`src/logic/efr_defines.vh`:
```
// Register offsets, field positions, reset values and timing constants of the flag registers.
`ifndef EFR_DEFINES_VH
`define EFR_DEFINES_VH

`define EFR_ADDR_W         7
`define EFR_ADDR_OVERFLOW  7'h27
`define EFR_ADDR_RSVD_A    7'h28
`define EFR_ADDR_RSVD_B    7'h29
`define EFR_ADDR_RSVD_C    7'h2A
`define EFR_ADDR_RSVD_D    7'h2B
`define EFR_ADDR_STICKY    7'h2C
`define EFR_ADDR_RSVD_E    7'h2D
`define EFR_ADDR_LIVE      7'h2E

`define EFR_BIT_OVF_LEFT   7
`define EFR_BIT_OVF_RIGHT  6
`define EFR_BIT_OVF_SHIFT  5
`define EFR_BIT_SHORT_L    7
`define EFR_BIT_SHORT_R    6
`define EFR_BIT_BUTTON     5
`define EFR_BIT_HEADSET    4
`define EFR_BIT_POWER_L    3
`define EFR_BIT_POWER_R    2

`define EFR_RESET_OVERFLOW 8'h00
`define EFR_RESET_STICKY   8'h00
`define EFR_RESET_LIVE     8'h00
`define EFR_RESET_RSVD     8'h00

`define EFR_CLK_KHZ        200000
`define EFR_PULSE_MS       2
`define EFR_PERIOD_MS      4

// Pulse and period lengths in cycles of the 200 MHz clock, sized to the 20-bit counter.
`define EFR_PULSE_CYC      20'h61A80
`define EFR_PERIOD_CYC     20'hC3500

`endif

```
`src/logic/efr_flag_registers.v`:
```
// Datapath overflow, sticky event and live event flag registers with interrupt pulse output.
// What this block does
// - Overflow register bit 7 sets on left datapath overflow; zero after reset.
// - Overflow register bit 6 sets on right datapath overflow; zero after reset.
// - Overflow bit 5 sets on barrel shifter overflow; bits 4 to 0 read zero.
// - Sticky flags are read-only, clear on read, and set again only on new events.
// - Sticky bit 7 latches a left headphone or left speaker short; resets to zero.
// - Sticky bit 6 latches a right headphone or right speaker short; resets to zero.
// - Bit 5 shows headset button press in sticky and live registers.
// - Sticky bit 4 latches any headset insertion or removal.
// - Sticky bit 3 latches left power above compressor threshold; resets to zero.
// - Sticky bit 2 latches right power above compressor threshold; resets to zero.
// - Live bit 7 follows a left headphone or speaker short without latching.
// - Live bit 6 follows a right headphone or speaker short without latching.
// - Live bit 4 reads one after insertion and zero after removal.
// - Live bits 3 and 2 are one while left or right power exceeds threshold.
// - Repeat mode pulses the interrupt 2 ms every 4 ms until sticky read.
`timescale 1ns/1ps
`include "efr_defines.vh"
module efr_flag_registers #(
  parameter        SYNC_W     = 8,
  parameter [19:0] PULSE_CYC  = `EFR_PULSE_CYC,
  parameter [19:0] PERIOD_CYC = `EFR_PERIOD_CYC
) (
  input  wire                     clock,
  input  wire                     rstn,
  input  wire                     rd_en,
  input  wire [`EFR_ADDR_W-1:0]   rd_addr,
  output reg  [7:0]               rd_data,
  output reg                      rd_valid,
  output reg                      rd_hit,
  input  wire                     ovf_left_pulse,
  input  wire                     ovf_right_pulse,
  input  wire                     ovf_shift_pulse,
  input  wire                     short_hp_left,
  input  wire                     short_spk_left,
  input  wire                     short_hp_right,
  input  wire                     short_spk_right,
  input  wire                     button_level,
  input  wire                     headset_level,
  input  wire                     power_left_above,
  input  wire                     power_right_above,
  input  wire                     irq_en_headset,
  input  wire                     irq_en_button,
  input  wire                     irq_en_power,
  input  wire                     irq_en_short,
  input  wire                     irq_en_overflow,
  input  wire                     irq_repeat,
  output wire                     first_interrupt_output
);

  localparam SRC_SHORT_HP_L  = 0;
  localparam SRC_SHORT_SPK_L = 1;
  localparam SRC_SHORT_HP_R  = 2;
  localparam SRC_SHORT_SPK_R = 3;
  localparam SRC_BUTTON      = 4;
  localparam SRC_HEADSET     = 5;
  localparam SRC_POWER_L     = 6;
  localparam SRC_POWER_R     = 7;

  // True for every location of the flag group, reserved ones included.
  function in_group;
    input [`EFR_ADDR_W-1:0] addr;
    begin
      in_group = (addr >= `EFR_ADDR_OVERFLOW) && (addr <= `EFR_ADDR_LIVE);
    end
  endfunction

  wire [SYNC_W-1:0] raw_src;
  reg  [SYNC_W-1:0] sync1_q;
  reg  [SYNC_W-1:0] sync2_q;
  reg  [SYNC_W-1:0] sync3_q;
  reg  [SYNC_W-1:0] stable_q;
  reg  [SYNC_W-1:0] stable_d;
  reg  [SYNC_W-1:0] prev_q;

  reg  [7:0]        ovf_q;
  reg  [7:0]        ovf_d;
  reg  [7:0]        sticky_q;
  reg  [7:0]        sticky_d;
  reg  [7:0]        live_q;
  reg  [7:0]        live_d;
  reg  [7:0]        ovf_set;
  reg  [7:0]        sticky_set;
  reg  [7:0]        rd_data_d;

  wire              rd_ovf;
  wire              rd_sticky;
  wire              short_l_now;
  wire              short_r_now;
  wire              short_l_was;
  wire              short_r_was;
  wire              irq_trigger;

  assign raw_src[SRC_SHORT_HP_L]  = short_hp_left;
  assign raw_src[SRC_SHORT_SPK_L] = short_spk_left;
  assign raw_src[SRC_SHORT_HP_R]  = short_hp_right;
  assign raw_src[SRC_SHORT_SPK_R] = short_spk_right;
  assign raw_src[SRC_BUTTON]      = button_level;
  assign raw_src[SRC_HEADSET]     = headset_level;
  assign raw_src[SRC_POWER_L]     = power_left_above;
  assign raw_src[SRC_POWER_R]     = power_right_above;

  // Detector levels come from the analog side, so each passes three flops and
  // only moves once the last two agree; a single-cycle glitch never reaches a flag.
  genvar g;
  generate
    for (g = 0; g < SYNC_W; g = g + 1)
    begin : g_sync
      always @(posedge clock or negedge rstn)
      begin
        if (!rstn)
        begin
          sync1_q[g] <= 1'b0;
          sync2_q[g] <= 1'b0;
          sync3_q[g] <= 1'b0;
        end
        else
        begin
          sync1_q[g] <= raw_src[g];
          sync2_q[g] <= sync1_q[g];
          sync3_q[g] <= sync2_q[g];
        end
      end

      always @*
      begin
        if (sync2_q[g] == sync3_q[g])
          stable_d[g] = sync3_q[g];
        else
          stable_d[g] = stable_q[g];
      end
    end
  endgenerate

  always @(posedge clock or negedge rstn)
  begin
    if (!rstn)
    begin
      stable_q <= {SYNC_W{1'b0}};
      prev_q   <= {SYNC_W{1'b0}};
    end
    else
    begin
      stable_q <= stable_d;
      prev_q   <= stable_q;
    end
  end

  assign short_l_now = stable_q[SRC_SHORT_HP_L] | stable_q[SRC_SHORT_SPK_L];
  assign short_r_now = stable_q[SRC_SHORT_HP_R] | stable_q[SRC_SHORT_SPK_R];
  assign short_l_was = prev_q[SRC_SHORT_HP_L] | prev_q[SRC_SHORT_SPK_L];
  assign short_r_was = prev_q[SRC_SHORT_HP_R] | prev_q[SRC_SHORT_SPK_R];

  assign rd_ovf    = rd_en && (rd_addr == `EFR_ADDR_OVERFLOW);
  assign rd_sticky = rd_en && (rd_addr == `EFR_ADDR_STICKY);

  // Overflow events are strobes from the datapath on this clock and need no sync.
  always @*
  begin
    ovf_set                     = 8'h00;
    ovf_set[`EFR_BIT_OVF_LEFT]  = ovf_left_pulse;
    ovf_set[`EFR_BIT_OVF_RIGHT] = ovf_right_pulse;
    ovf_set[`EFR_BIT_OVF_SHIFT] = ovf_shift_pulse;
  end

  // Sticky sources fire on the onset of a condition (the headset on either edge), so a condition that is
  // still present after a read does not set its flag again until it recurs.
  always @*
  begin
    sticky_set                   = 8'h00;
    sticky_set[`EFR_BIT_SHORT_L] = short_l_now & ~short_l_was;
    sticky_set[`EFR_BIT_SHORT_R] = short_r_now & ~short_r_was;
    sticky_set[`EFR_BIT_BUTTON]  = stable_q[SRC_BUTTON] & ~prev_q[SRC_BUTTON];
    sticky_set[`EFR_BIT_HEADSET] = stable_q[SRC_HEADSET] ^ prev_q[SRC_HEADSET];
    sticky_set[`EFR_BIT_POWER_L] = stable_q[SRC_POWER_L] & ~prev_q[SRC_POWER_L];
    sticky_set[`EFR_BIT_POWER_R] = stable_q[SRC_POWER_R] & ~prev_q[SRC_POWER_R];
  end

  // Set wins over the read that clears, so no event is lost.
  always @*
  begin
    if (rd_ovf)
      ovf_d = ovf_set;
    else
      ovf_d = ovf_q | ovf_set;
    ovf_d[4:0] = 5'h00;
    if (rd_sticky)
      sticky_d = sticky_set;
    else
      sticky_d = sticky_q | sticky_set;
    sticky_d[1:0] = 2'h0;
  end

  always @*
  begin
    live_d                   = `EFR_RESET_LIVE;
    live_d[`EFR_BIT_SHORT_L] = short_l_now;
    live_d[`EFR_BIT_SHORT_R] = short_r_now;
    live_d[`EFR_BIT_BUTTON]  = stable_q[SRC_BUTTON];
    live_d[`EFR_BIT_HEADSET] = stable_q[SRC_HEADSET];
    live_d[`EFR_BIT_POWER_L] = stable_q[SRC_POWER_L];
    live_d[`EFR_BIT_POWER_R] = stable_q[SRC_POWER_R];
  end

  always @(posedge clock or negedge rstn)
  begin
    if (!rstn)
    begin
      ovf_q    <= `EFR_RESET_OVERFLOW;
      sticky_q <= `EFR_RESET_STICKY;
      live_q   <= `EFR_RESET_LIVE;
    end
    else
    begin
      ovf_q    <= ovf_d;
      sticky_q <= sticky_d;
      live_q   <= live_d;
    end
  end

  // Reads return the value held before the read; the clear lands on the same edge.
  always @*
  begin
    case (rd_addr)
      `EFR_ADDR_OVERFLOW:
        rd_data_d = ovf_q;
      `EFR_ADDR_STICKY:
        rd_data_d = sticky_q;
      `EFR_ADDR_LIVE:
        rd_data_d = live_q;
      default:
        rd_data_d = `EFR_RESET_RSVD;
    endcase
  end

  always @(posedge clock or negedge rstn)
  begin
    if (!rstn)
    begin
      rd_data  <= 8'h00;
      rd_valid <= 1'b0;
      rd_hit   <= 1'b0;
    end
    else
    begin
      rd_valid <= rd_en;
      rd_hit   <= rd_en && in_group(rd_addr);
      if (rd_en)
        rd_data <= in_group(rd_addr) ? rd_data_d : 8'h00;
    end
  end

  // Each newly set flag whose class is enabled starts the interrupt output.
  assign irq_trigger =
    (irq_en_overflow && (ovf_set != 8'h00)) ||
    (irq_en_short && (sticky_set[`EFR_BIT_SHORT_L] || sticky_set[`EFR_BIT_SHORT_R])) ||
    (irq_en_button && sticky_set[`EFR_BIT_BUTTON]) ||
    (irq_en_headset && sticky_set[`EFR_BIT_HEADSET]) ||
    (irq_en_power && (sticky_set[`EFR_BIT_POWER_L] || sticky_set[`EFR_BIT_POWER_R]));

  efr_pulse_train #(
    .CNT_W      (20),
    .PULSE_CYC  (PULSE_CYC),
    .PERIOD_CYC (PERIOD_CYC)
  ) u_pulse (
    .clock       (clock),
    .rstn        (rstn),
    .trigger     (irq_trigger),
    .repeat_mode (irq_repeat),
    .stop        (rd_sticky),
    .pulse_q     (first_interrupt_output)
  );

endmodule // efr_flag_registers

```
`src/logic/efr_pulse_train.v`:
```
// Interrupt pulse generator: one pulse, or a repeating train stopped by software.
`timescale 1ns/1ps
module efr_pulse_train #(
  parameter        CNT_W      = 20,
  parameter [19:0] PULSE_CYC  = 20'h61A80,
  parameter [19:0] PERIOD_CYC = 20'hC3500
) (
  input  wire clock,
  input  wire rstn,
  input  wire trigger,
  input  wire repeat_mode,
  input  wire stop,
  output reg  pulse_q
);

  reg             active_q;
  reg [CNT_W-1:0] cnt_q;
  reg             active_d;
  reg [CNT_W-1:0] cnt_d;
  reg             pulse_d;

  always @*
  begin
    active_d = active_q;
    cnt_d    = cnt_q;
    if (trigger && !active_q)
    begin
      active_d = 1'b1;
      cnt_d    = {CNT_W{1'b0}};
    end
    else if (active_q)
    begin
      // A new event outranks the stop that arrives with it, so it still gets its pulse.
      if (stop && !trigger)
      begin
        active_d = 1'b0;
        cnt_d    = {CNT_W{1'b0}};
      end
      else if (repeat_mode && cnt_q == PERIOD_CYC - 20'h00001)
      begin
        cnt_d = {CNT_W{1'b0}};
      end
      else if (!repeat_mode && cnt_q >= PULSE_CYC - 20'h00001)
      begin
        active_d = 1'b0;
        cnt_d    = {CNT_W{1'b0}};
      end
      else
      begin
        cnt_d = cnt_q + {{(CNT_W-1){1'b0}}, 1'b1};
      end
    end
    pulse_d = active_d && (cnt_d < PULSE_CYC);
  end

  always @(posedge clock or negedge rstn)
  begin
    if (!rstn)
    begin
      active_q <= 1'b0;
      cnt_q    <= {CNT_W{1'b0}};
      pulse_q  <= 1'b0;
    end
    else
    begin
      active_q <= active_d;
      cnt_q    <= cnt_d;
      pulse_q  <= pulse_d;
    end
  end

endmodule // efr_pulse_train

```
`config.mk`:
```
export PLATFORM = sky130hd
export DESIGN_NAME = efr_flag_registers
export DESIGN_NICKNAME = d
export VERILOG_FILES = /design/src/logic/efr_flag_registers.v /design/src/logic/efr_pulse_train.v
export VERILOG_INCLUDE_DIRS = /design/src /design/src/logic
export SDC_FILE = /design/constraint.sdc
export NUM_CORES = 1
export LEC_CHECK = 0
export ABC_AREA = 1
export ABC_CLOCK_PERIOD_IN_PS = 1900
export BUFFER_PORTS_ARGS = -buffer_cell sky130_fd_sc_hd__buf_2
export CORE_MARGIN = 1.5
export CORE_UTILIZATION = 53
export DETAILED_ROUTE_END_ITERATION = 6
export GPL_TIMING_DRIVEN = 0
export PLACE_DENSITY = 0.76
export RECOVER_POWER = 50
export SETUP_SLACK_MARGIN = 0.4
export SYNTH_ARGS = -nofsm -noshare
export SYNTH_HDL_FRONTEND = slang
export SYNTH_HIERARCHICAL = 1
export SYNTH_SLANG_ARGS = --single-unit
```
`constraint.sdc`:
```
create_clock -name clock -period 1.9 [get_ports clock]
set_clock_uncertainty 0.1 [all_clocks]
set_input_delay 0.095 -clock clock [delete_from_list [all_inputs] [get_ports clock]]
set_output_delay 0.095 -clock clock [all_outputs]
set_load 0.05 [all_outputs]
```
# --- Word level (Yosys, flattened, before mapping) ---
# Index checks and enable logic that the tools add are counted.
op_classes:
  n_addsub: 1
  n_lt_le_gt_ge: 4
  eq_ne: 12
  mux: 14
  bitwise_logic: 17
  n_reduce_logical: 24
ops:
  columns: ["operator", "n"]
  rows:
  - ["two-way mux 20 bit", 5]
  - ["two-way mux 8 bit", 3]
  - ["case mux 8 bit (3 select lines)", 1]
  - ["equality test 7 x 6 -> 1 bit (second input constant)", 3]
  - ["adder 20 x 1 -> 20 bit (second input constant)", 1]
  - ["equality test 20 bit (second input constant)", 1]
  - [">= comparator 20 x 19 -> 1 bit (second input constant)", 1]
  - ["less-than comparator 20 x 19 -> 1 bit (second input constant)", 1]
  - ["bitwise OR 8 bit", 2]
  - ["logical AND 1 bit", 14]
  - ["equality test 1 bit", 8]
  - ["nonzero test 8 bit", 1]
  - [">= comparator 7 x 6 -> 1 bit (second input constant)", 1]
  - ["<= comparator 7 x 6 -> 1 bit (second input constant)", 1]
  - ["logical OR 1 bit", 6]
  - ["bitwise AND 1 bit", 5]
  - ["two-way mux 1 bit", 5]
  - ["NOT 1 bit", 5]
  - ["bitwise OR 1 bit", 4]
  - ["zero test 1 bit", 3]
  - ["XOR 1 bit", 1]
word_totals:
  register_bits: 87
  inputBits: 27
  elab_cells: 114

# --- Depth between registers and ports, before layout ---
logic_depth:
  ltp_word: 16
  mapped_depth: 17
  ltp_nobuf: 17

# --- Hierarchy ---
# Netlist, hierarchy kept.
modules_own_cells:
  columns: ["mod", "instances", "cells_per_inst", "area_each_um2", "seq_area_each_um2"]
  rows:
  - ["efr_flag_registers", 1, 180, 2127.0, 1476.4]
  - ["efr_pulse_train", 1, 252, 1680.4, 550.5]

# --- Worst setup path before layout ---
# OpenSTA, ideal clock, no wires.
synth_path:
  path_kind: "register to register"
  from: "reg prev_q[5]"
  to: "reg u_pulse.pulse_q"
  setup_ns: 0.115
  arrival_ns: 1.762
  setup_slack_ns: -0.078
  path_stages_with_launch: 16
  path_buffers: 0
  period_less_slack_ns: 1.978
  path_cell_list: "dfrtp_1 > xor2_1 > nand2_1 > nand2_1 > nor2_1 > nand2_1 > inv_1 > a21oi_1 > nand2_2 > inv_4 > nand2_2 > o21a_1 > nor2_1 > nor2_1 > nor2_1 > nor2_1"
synth_via:
  elab_chain_cells: 11
  word_cells_on_any_way: 15
synth_rtl:
  columns: ["element", "line_no", "source"]
  rows:
  - ["start: declaration", "efr_flag_registers.v:75", "reg [SYNC_W-1:0] prev_q;"]
  - ["start signal: assignment", "efr_flag_registers.v:141", "prev_q <= {SYNC_W{1'b0}};"]
  - ["start signal: assignment", "efr_flag_registers.v:146", "prev_q <= stable_q;"]
  - ["XOR 1 bit (*)", "efr_flag_registers.v:175", "sticky_set[`EFR_BIT_HEADSET] = stable_q[SRC_HEADSET] ^ prev_q[SRC_HEADSET];"]
  - ["logical AND 1 bit (*)", "efr_flag_registers.v:259", "(irq_en_headset && sticky_set[`EFR_BIT_HEADSET]) ||"]
  - ["logical OR 1 bit (*) (2 in a row)", "efr_flag_registers.v:256", "(irq_en_overflow && (ovf_set != 8'h00)) ||"]
  - ["net irq_trigger", "efr_flag_registers.v:93", "wire irq_trigger;"]
  - ["zero test 1 bit", "efr_pulse_train.v:34", "if (stop && !trigger)"]
  - ["logical AND 1 bit", "efr_pulse_train.v:34", null]
  - ["two-way mux 20 bit", "efr_pulse_train.v:34", null]
  - ["two-way mux 20 bit", "efr_pulse_train.v:31", "else if (active_q)"]
  - ["two-way mux 20 bit", "efr_pulse_train.v:26", "if (trigger && !active_q)"]
  - ["less-than comparator 20 x 19 -> 1 bit", "efr_pulse_train.v:53", "pulse_d = active_d && (cnt_d < PULSE_CYC);"]
  - ["logical AND 1 bit (*)", "efr_pulse_train.v:53", null]
  - ["net u_pulse.pulse_d", "efr_pulse_train.v:20", "reg pulse_d;"]
  - ["end signal: assignment", "efr_pulse_train.v:68", "pulse_q <= pulse_d;"]
  - ["end: declaration", "efr_pulse_train.v:13", "output reg pulse_q"]
# The timed path passes the listed nets; every way through them passes the cells marked *.
# A chain may end at the register's enable or synchronous reset.

# --- Worst setup path after layout ---
layout_path:
  from: "reg u_pulse.cnt_q[1]"
  to: "reg u_pulse.pulse_q"
layout_via:
  elab_chain_cells: 9
  word_cells_on_any_way: 17
layout_rtl:
  columns: ["element", "line_no", "source"]
  rows:
  - ["start: declaration", "efr_pulse_train.v:17", "reg [CNT_W-1:0] cnt_q;"]
  - ["start signal: assignment", "efr_pulse_train.v:61", "cnt_q <= {CNT_W{1'b0}};"]
  - ["start signal: assignment", "efr_pulse_train.v:67", "cnt_q <= cnt_d;"]
  - [">= comparator 20 x 19 -> 1 bit", "efr_pulse_train.v:43", "else if (!repeat_mode && cnt_q >= PULSE_CYC - 20'h00001)"]
  - ["logical AND 1 bit", "efr_pulse_train.v:43", null]
  - ["two-way mux 20 bit", "efr_pulse_train.v:43", null]
  - ["two-way mux 20 bit (*)", "efr_pulse_train.v:39", "else if (repeat_mode && cnt_q == PERIOD_CYC - 20'h00001)"]
  - ["two-way mux 20 bit (*)", "efr_pulse_train.v:34", null]
  - ["two-way mux 20 bit (*)", "efr_pulse_train.v:31", null]
  - ["two-way mux 20 bit (*)", "efr_pulse_train.v:26", null]
  - ["net u_pulse.cnt_d[7]", "efr_pulse_train.v:19", "reg [CNT_W-1:0] cnt_d;"]
  - ["less-than comparator 20 x 19 -> 1 bit (*)", "efr_pulse_train.v:53", null]
  - ["logical AND 1 bit (*)", "efr_pulse_train.v:53", null]
  - ["net u_pulse.pulse_d", "efr_pulse_train.v:20", null]
# Marks and branches as above.

==> results <==
- The critical path data arrival time is 2.40 ns.
- The post-synthesis instance area is 3807 µm².
- With fillers left out, the area of the finished cells amounts to 5072 µm².
- Summed over all cells, the static leakage comes to 0.002462 µW.
- The first-pass detailed-route iteration total is 5.
- At the end of the flow, the number of nets in the layout was 556.
- The sum of net half-perimeters after detailed placement is 5511 µm.
- The count of final hold-check violations was 0.
- Counting every instance in the synthesized netlist gives 432.
- The highest metal layer with signal wires is met4.
- The number of antenna violations at the first check in global routing is 0.
- The count of placed standard cells including taps is 565.
- The routability-driven placement congestion ratio is 0.9321.
- The library cell used most frequently in the layout, excluding fill and tap cells, is sky130_fd_sc_hd__nand2_1.
- The number of global-route vias before repair is 3056.
- After the first detailed-routing iteration, the DRC count stood at 270.
- The worst register-to-register path ends at u_pulse/pulse_q$_DFF_PN0_.
- The cell area reported after detailed placement is 4174 µm².
- The library cell with the largest summed area after synthesis is sky130_fd_sc_hd__dfrtp_1.
- Global routing finished with a remaining overflow of 0.
- The final period demand of the worst path is 2.224 ns.
- The depth of the worst register-to-register path is 14.
- The maximum buffer depth of the clock tree is 2.
- The die boundary height is 87.76 µm.
- The worst-case IR drop observed on VDD is 571.0 µV.
- The number of different library cells used by synthesis comes to 36.
- The final reports fail on negative setup slack.
- The die covers 7701 µm².
- During synthesis, Yosys emitted a total of 6 warnings.
- The number of clock buffers added by TritonCTS is 9.
- The synthesized design contains 81 register bits.
- Data on the critical path is required at its endpoint by 2.07 ns.
- The mean area per synthesized cell is 8.813 µm².
- The top achievable clock speed is 0.4496 GHz.
- The core box area is 6869 µm².
- The final core area utilization is 73.84%.
- The flow ran to the end, but the final reports show violations.
- The non-filler instance count after layout is 629.
- Summed over its instances, the top area cell type makes up 53.24% of the synthesized netlist area.
- After detailed routing, the average wire length per cell comes to 13.65 µm.
- The routed design has 8587 µm of wire.
- In this run the number of H-tree levels came out at 3.
- STA classifies the critical path startpoint as a register.
- By area the synthesized netlist is led by sky130_fd_sc_hd__dfrtp_1 (53%), sky130_fd_sc_hd__nand2_1 (10%), sky130_fd_sc_hd__nor2_1 (4.6%).
- The startpoint of the most critical register-to-register path is u_pulse/cnt_q[1]$_DFFE_PN0P_.
- In the final timing run, aggregate negative setup slack is -1.313 ns.
- The worst path uses 117.1% of the clock period.
- In the routed design, unresolved DRC markers number 0.
- The total of fill cells in the finished design is 496.
- The floorplan die width is 87.76 µm.
- The tightest min-delay check is of the in2reg type.
- Summing over every cut layer, the via total after detailed routing is 3211.
- The transition time of the tightest slew-check pin is 1.418 ns.
- The global-route wire length before repair is 14230 µm.
- The total power density per cell area is 975.3 nW/µm².
- The total clock sinks is 81.
- The worst max-slew margin expressed relative to the limit is 5.463%.
- The worst-case hold slack is 0.01389 ns.
- Port buffering added 35 buffers.
- The initialized floorplan defines 30 standard-cell rows.
- Across all setup checks in the final design, the least slack found is -0.3242 ns.
- The remaining antenna violation count is 0.
- The total length of routed met3 wires is 470 µm.
- The post-route netlist has 34.52% of its cells at a drive strength greater than 1.
- The length of routed met2 wiring is 4210 µm.
- Setup violations remaining at the end of the flow were counted as 10.
- For this block, wires on met1 add up to 3857 µm.
- The initial cell density of the core is 55.43%.
- The overall global routing resource usage is 24.02%.
- The share of synthesized area occupied by flip-flops and latches is 53.24%.
- In this run the worst path has a maximum fanout of 5.
- The clock-pin slew of the registers on the worst-case setup and hold paths is 0.10 ns.
- The worst setup path is captured at a register.
- At the later pin of the worst-skew pair, clock insertion delay measures 0.35 ns.
- The most critical setup path has its startpoint at u_pulse/cnt_q[1]$_DFFE_PN0P_.
- Across all register-to-register paths, the minimum setup slack is -0.32 ns.
- The largest net degree at the start of global routing is 59.
- The max-slew violation count is 0.
- The worst setup path is of the reg2reg kind.
- 0 antenna diodes ended up in the layout.
- The area added between synthesis and finish is 33.22%.
- Max-cap violations in this run came to 0.
- Following the worst setup path forward leads to its endpoint at u_pulse/pulse_q$_DFF_PN0_.
- TritonCTS built the clock tree.
- In the layout the commonest cells are sky130_fd_sc_hd__nand2_1 (96), sky130_fd_sc_hd__dfrtp_1 (75), sky130_fd_sc_hd__inv_1 (41), sky130_fd_sc_hd__nor2_1 (39), sky130_fd_sc_hd__buf_2 (35).
- The root buffer cell chosen for the clock tree is sky130_fd_sc_hd__clkbuf_8.
- During I/O placement, the number of pins put on the boundary was 38.
- Setup repair after global routing could not meet its margin everywhere.
- The via count normalized by instance count is 5.105.
==> repair_timing <==
item                                    4_1_cts  5_1_grt
hold buffers                                 13        0
gates resized for setup                      39       29
hold endpoints to repair                     93        0
pin swaps                                    12       10
endpoints found under the setup margin       22       22
buffers inserted                             17       18
==> synth_stat cells (all sizes together) <==
cell type,count
o22ai,8
nand3,42
o32ai,1
xor2,10
a21oi,9
o21a,1
o21bai,3
clkbuf,1
clkinv,2
dfrtp,81
ha,1
a31oi,1
nand4,3
buf,8
nor3,4
o21ai,15
nor2,61
a32o,1
inv,53
o31ai,1
maj3,8
nand2,117
conb,1
==> report_power, final <==
group	total, µW	leakage [µW]	switching [µW]	internal, µW
Combinational	1390	0.00141	767	626
Clock	1360	0.000113	712	653
Sequential	2190	0.000941	242	1950
Total	4950	0.00246	1720	3230
==> cell families after synthesis <==
| group | count (synthesis) | synth area share [%] |
|---|---|---|
| AO/OA/AOI/OAI | 40 | 6.507 |
| XOR/XNOR | 10 | 2.300 |
| adder cells (fa/ha/maj) | 9 | 2.432 |
| buffers and inverters | 64 | 7.164 |
| flip-flops | 81 | 53.24 |
| other | 1 | 0.09849 |
| AND/OR/NAND/NOR | 227 | 28.26 |
==> state kept, by name, indices dropped and copies added (netlist names), 6 cells and up <==
register and flops:
sync3_q 8, sync2_q 8, sticky_q 6, prev_q 7, stable_q 8, u_pulse/cnt_q 20, rd_data 6, sync1_q 8
==> worst min-delay path by stage <==
stage	startpoint	cells past startpoint	to	slack [ns]
after global routing	rd_en	4	rd_data[5]$_DFFE_PN0P_	0.02
after CTS	rd_addr[6]	4	rd_hit$_DFF_PN0_	0.0003
after global placement	short_spk_left	1	sync1_q[1]$_DFF_PN0_	0.10
after floorplan	rstn	0	live_q[2]$_DFF_PN0_	-0.30
after detailed placement	rstn	1	sync1_q[3]$_DFF_PN0_	-0.08
final	rd_addr[6]	5	rd_hit$_DFF_PN0_	0.01
==> layout make-up <==
type | instances | area, µm² | area share (%)
buffer | 9 | 83.83 | 1.653
sequential | 81 | 2034 | 40.11
multi-input combinational | 288 | 1739 | 34.29
inverter | 55 | 219.0 | 4.317
timing repair buffer | 84 | 654.4 | 12.90
clock inverter | 7 | 97.59 | 1.924
tap | 96 | 120.1 | 2.368
clock buffer | 9 | 123.9 | 2.442
==> stage by stage <==
step | setup WS (ns) | power [µW]
2_1_floorplan | -0.008832 | 2914
3_3_place_gp | -0.4068 | 3153
3_5_place_dp | -0.4377 | 3191
4_1_cts | -0.2112 | 4798
5_1_grt | -0.4665 | 5245
6_report | -0.3242 | 4947
==> worst max-delay path: stages (launching register included) <==
cell and delay [ns]:
sky130_fd_sc_hd__dfrtp_1 0.41, sky130_fd_sc_hd__ha_4 0.18, sky130_fd_sc_hd__nand2_4 0.08, sky130_fd_sc_hd__nor3_2 0.27, sky130_fd_sc_hd__nand3_2 0.14, sky130_fd_sc_hd__nand2_4 0.17, sky130_fd_sc_hd__buf_12 0.12, sky130_fd_sc_hd__nor2_4 0.03
sky130_fd_sc_hd__nand2_2 0.06, sky130_fd_sc_hd__nand2_2 0.06, sky130_fd_sc_hd__nor2_1 0.13, sky130_fd_sc_hd__nor2_1 0.07, sky130_fd_sc_hd__nor2_1 0.19, sky130_fd_sc_hd__nor2_1 0.06, sky130_fd_sc_hd__nor2_1 0.09
==> per-layer routing <==
metal | vias to the layer above | GRT usage [%]
met5 | - | 0
met4 | 0 | 5.772
met3 | 6 | 5.655
met2 | 121 | 37.89
met1 | 1526 | 33.83
li1 | 1558 | -
Power figures use the tool's default switching activity.
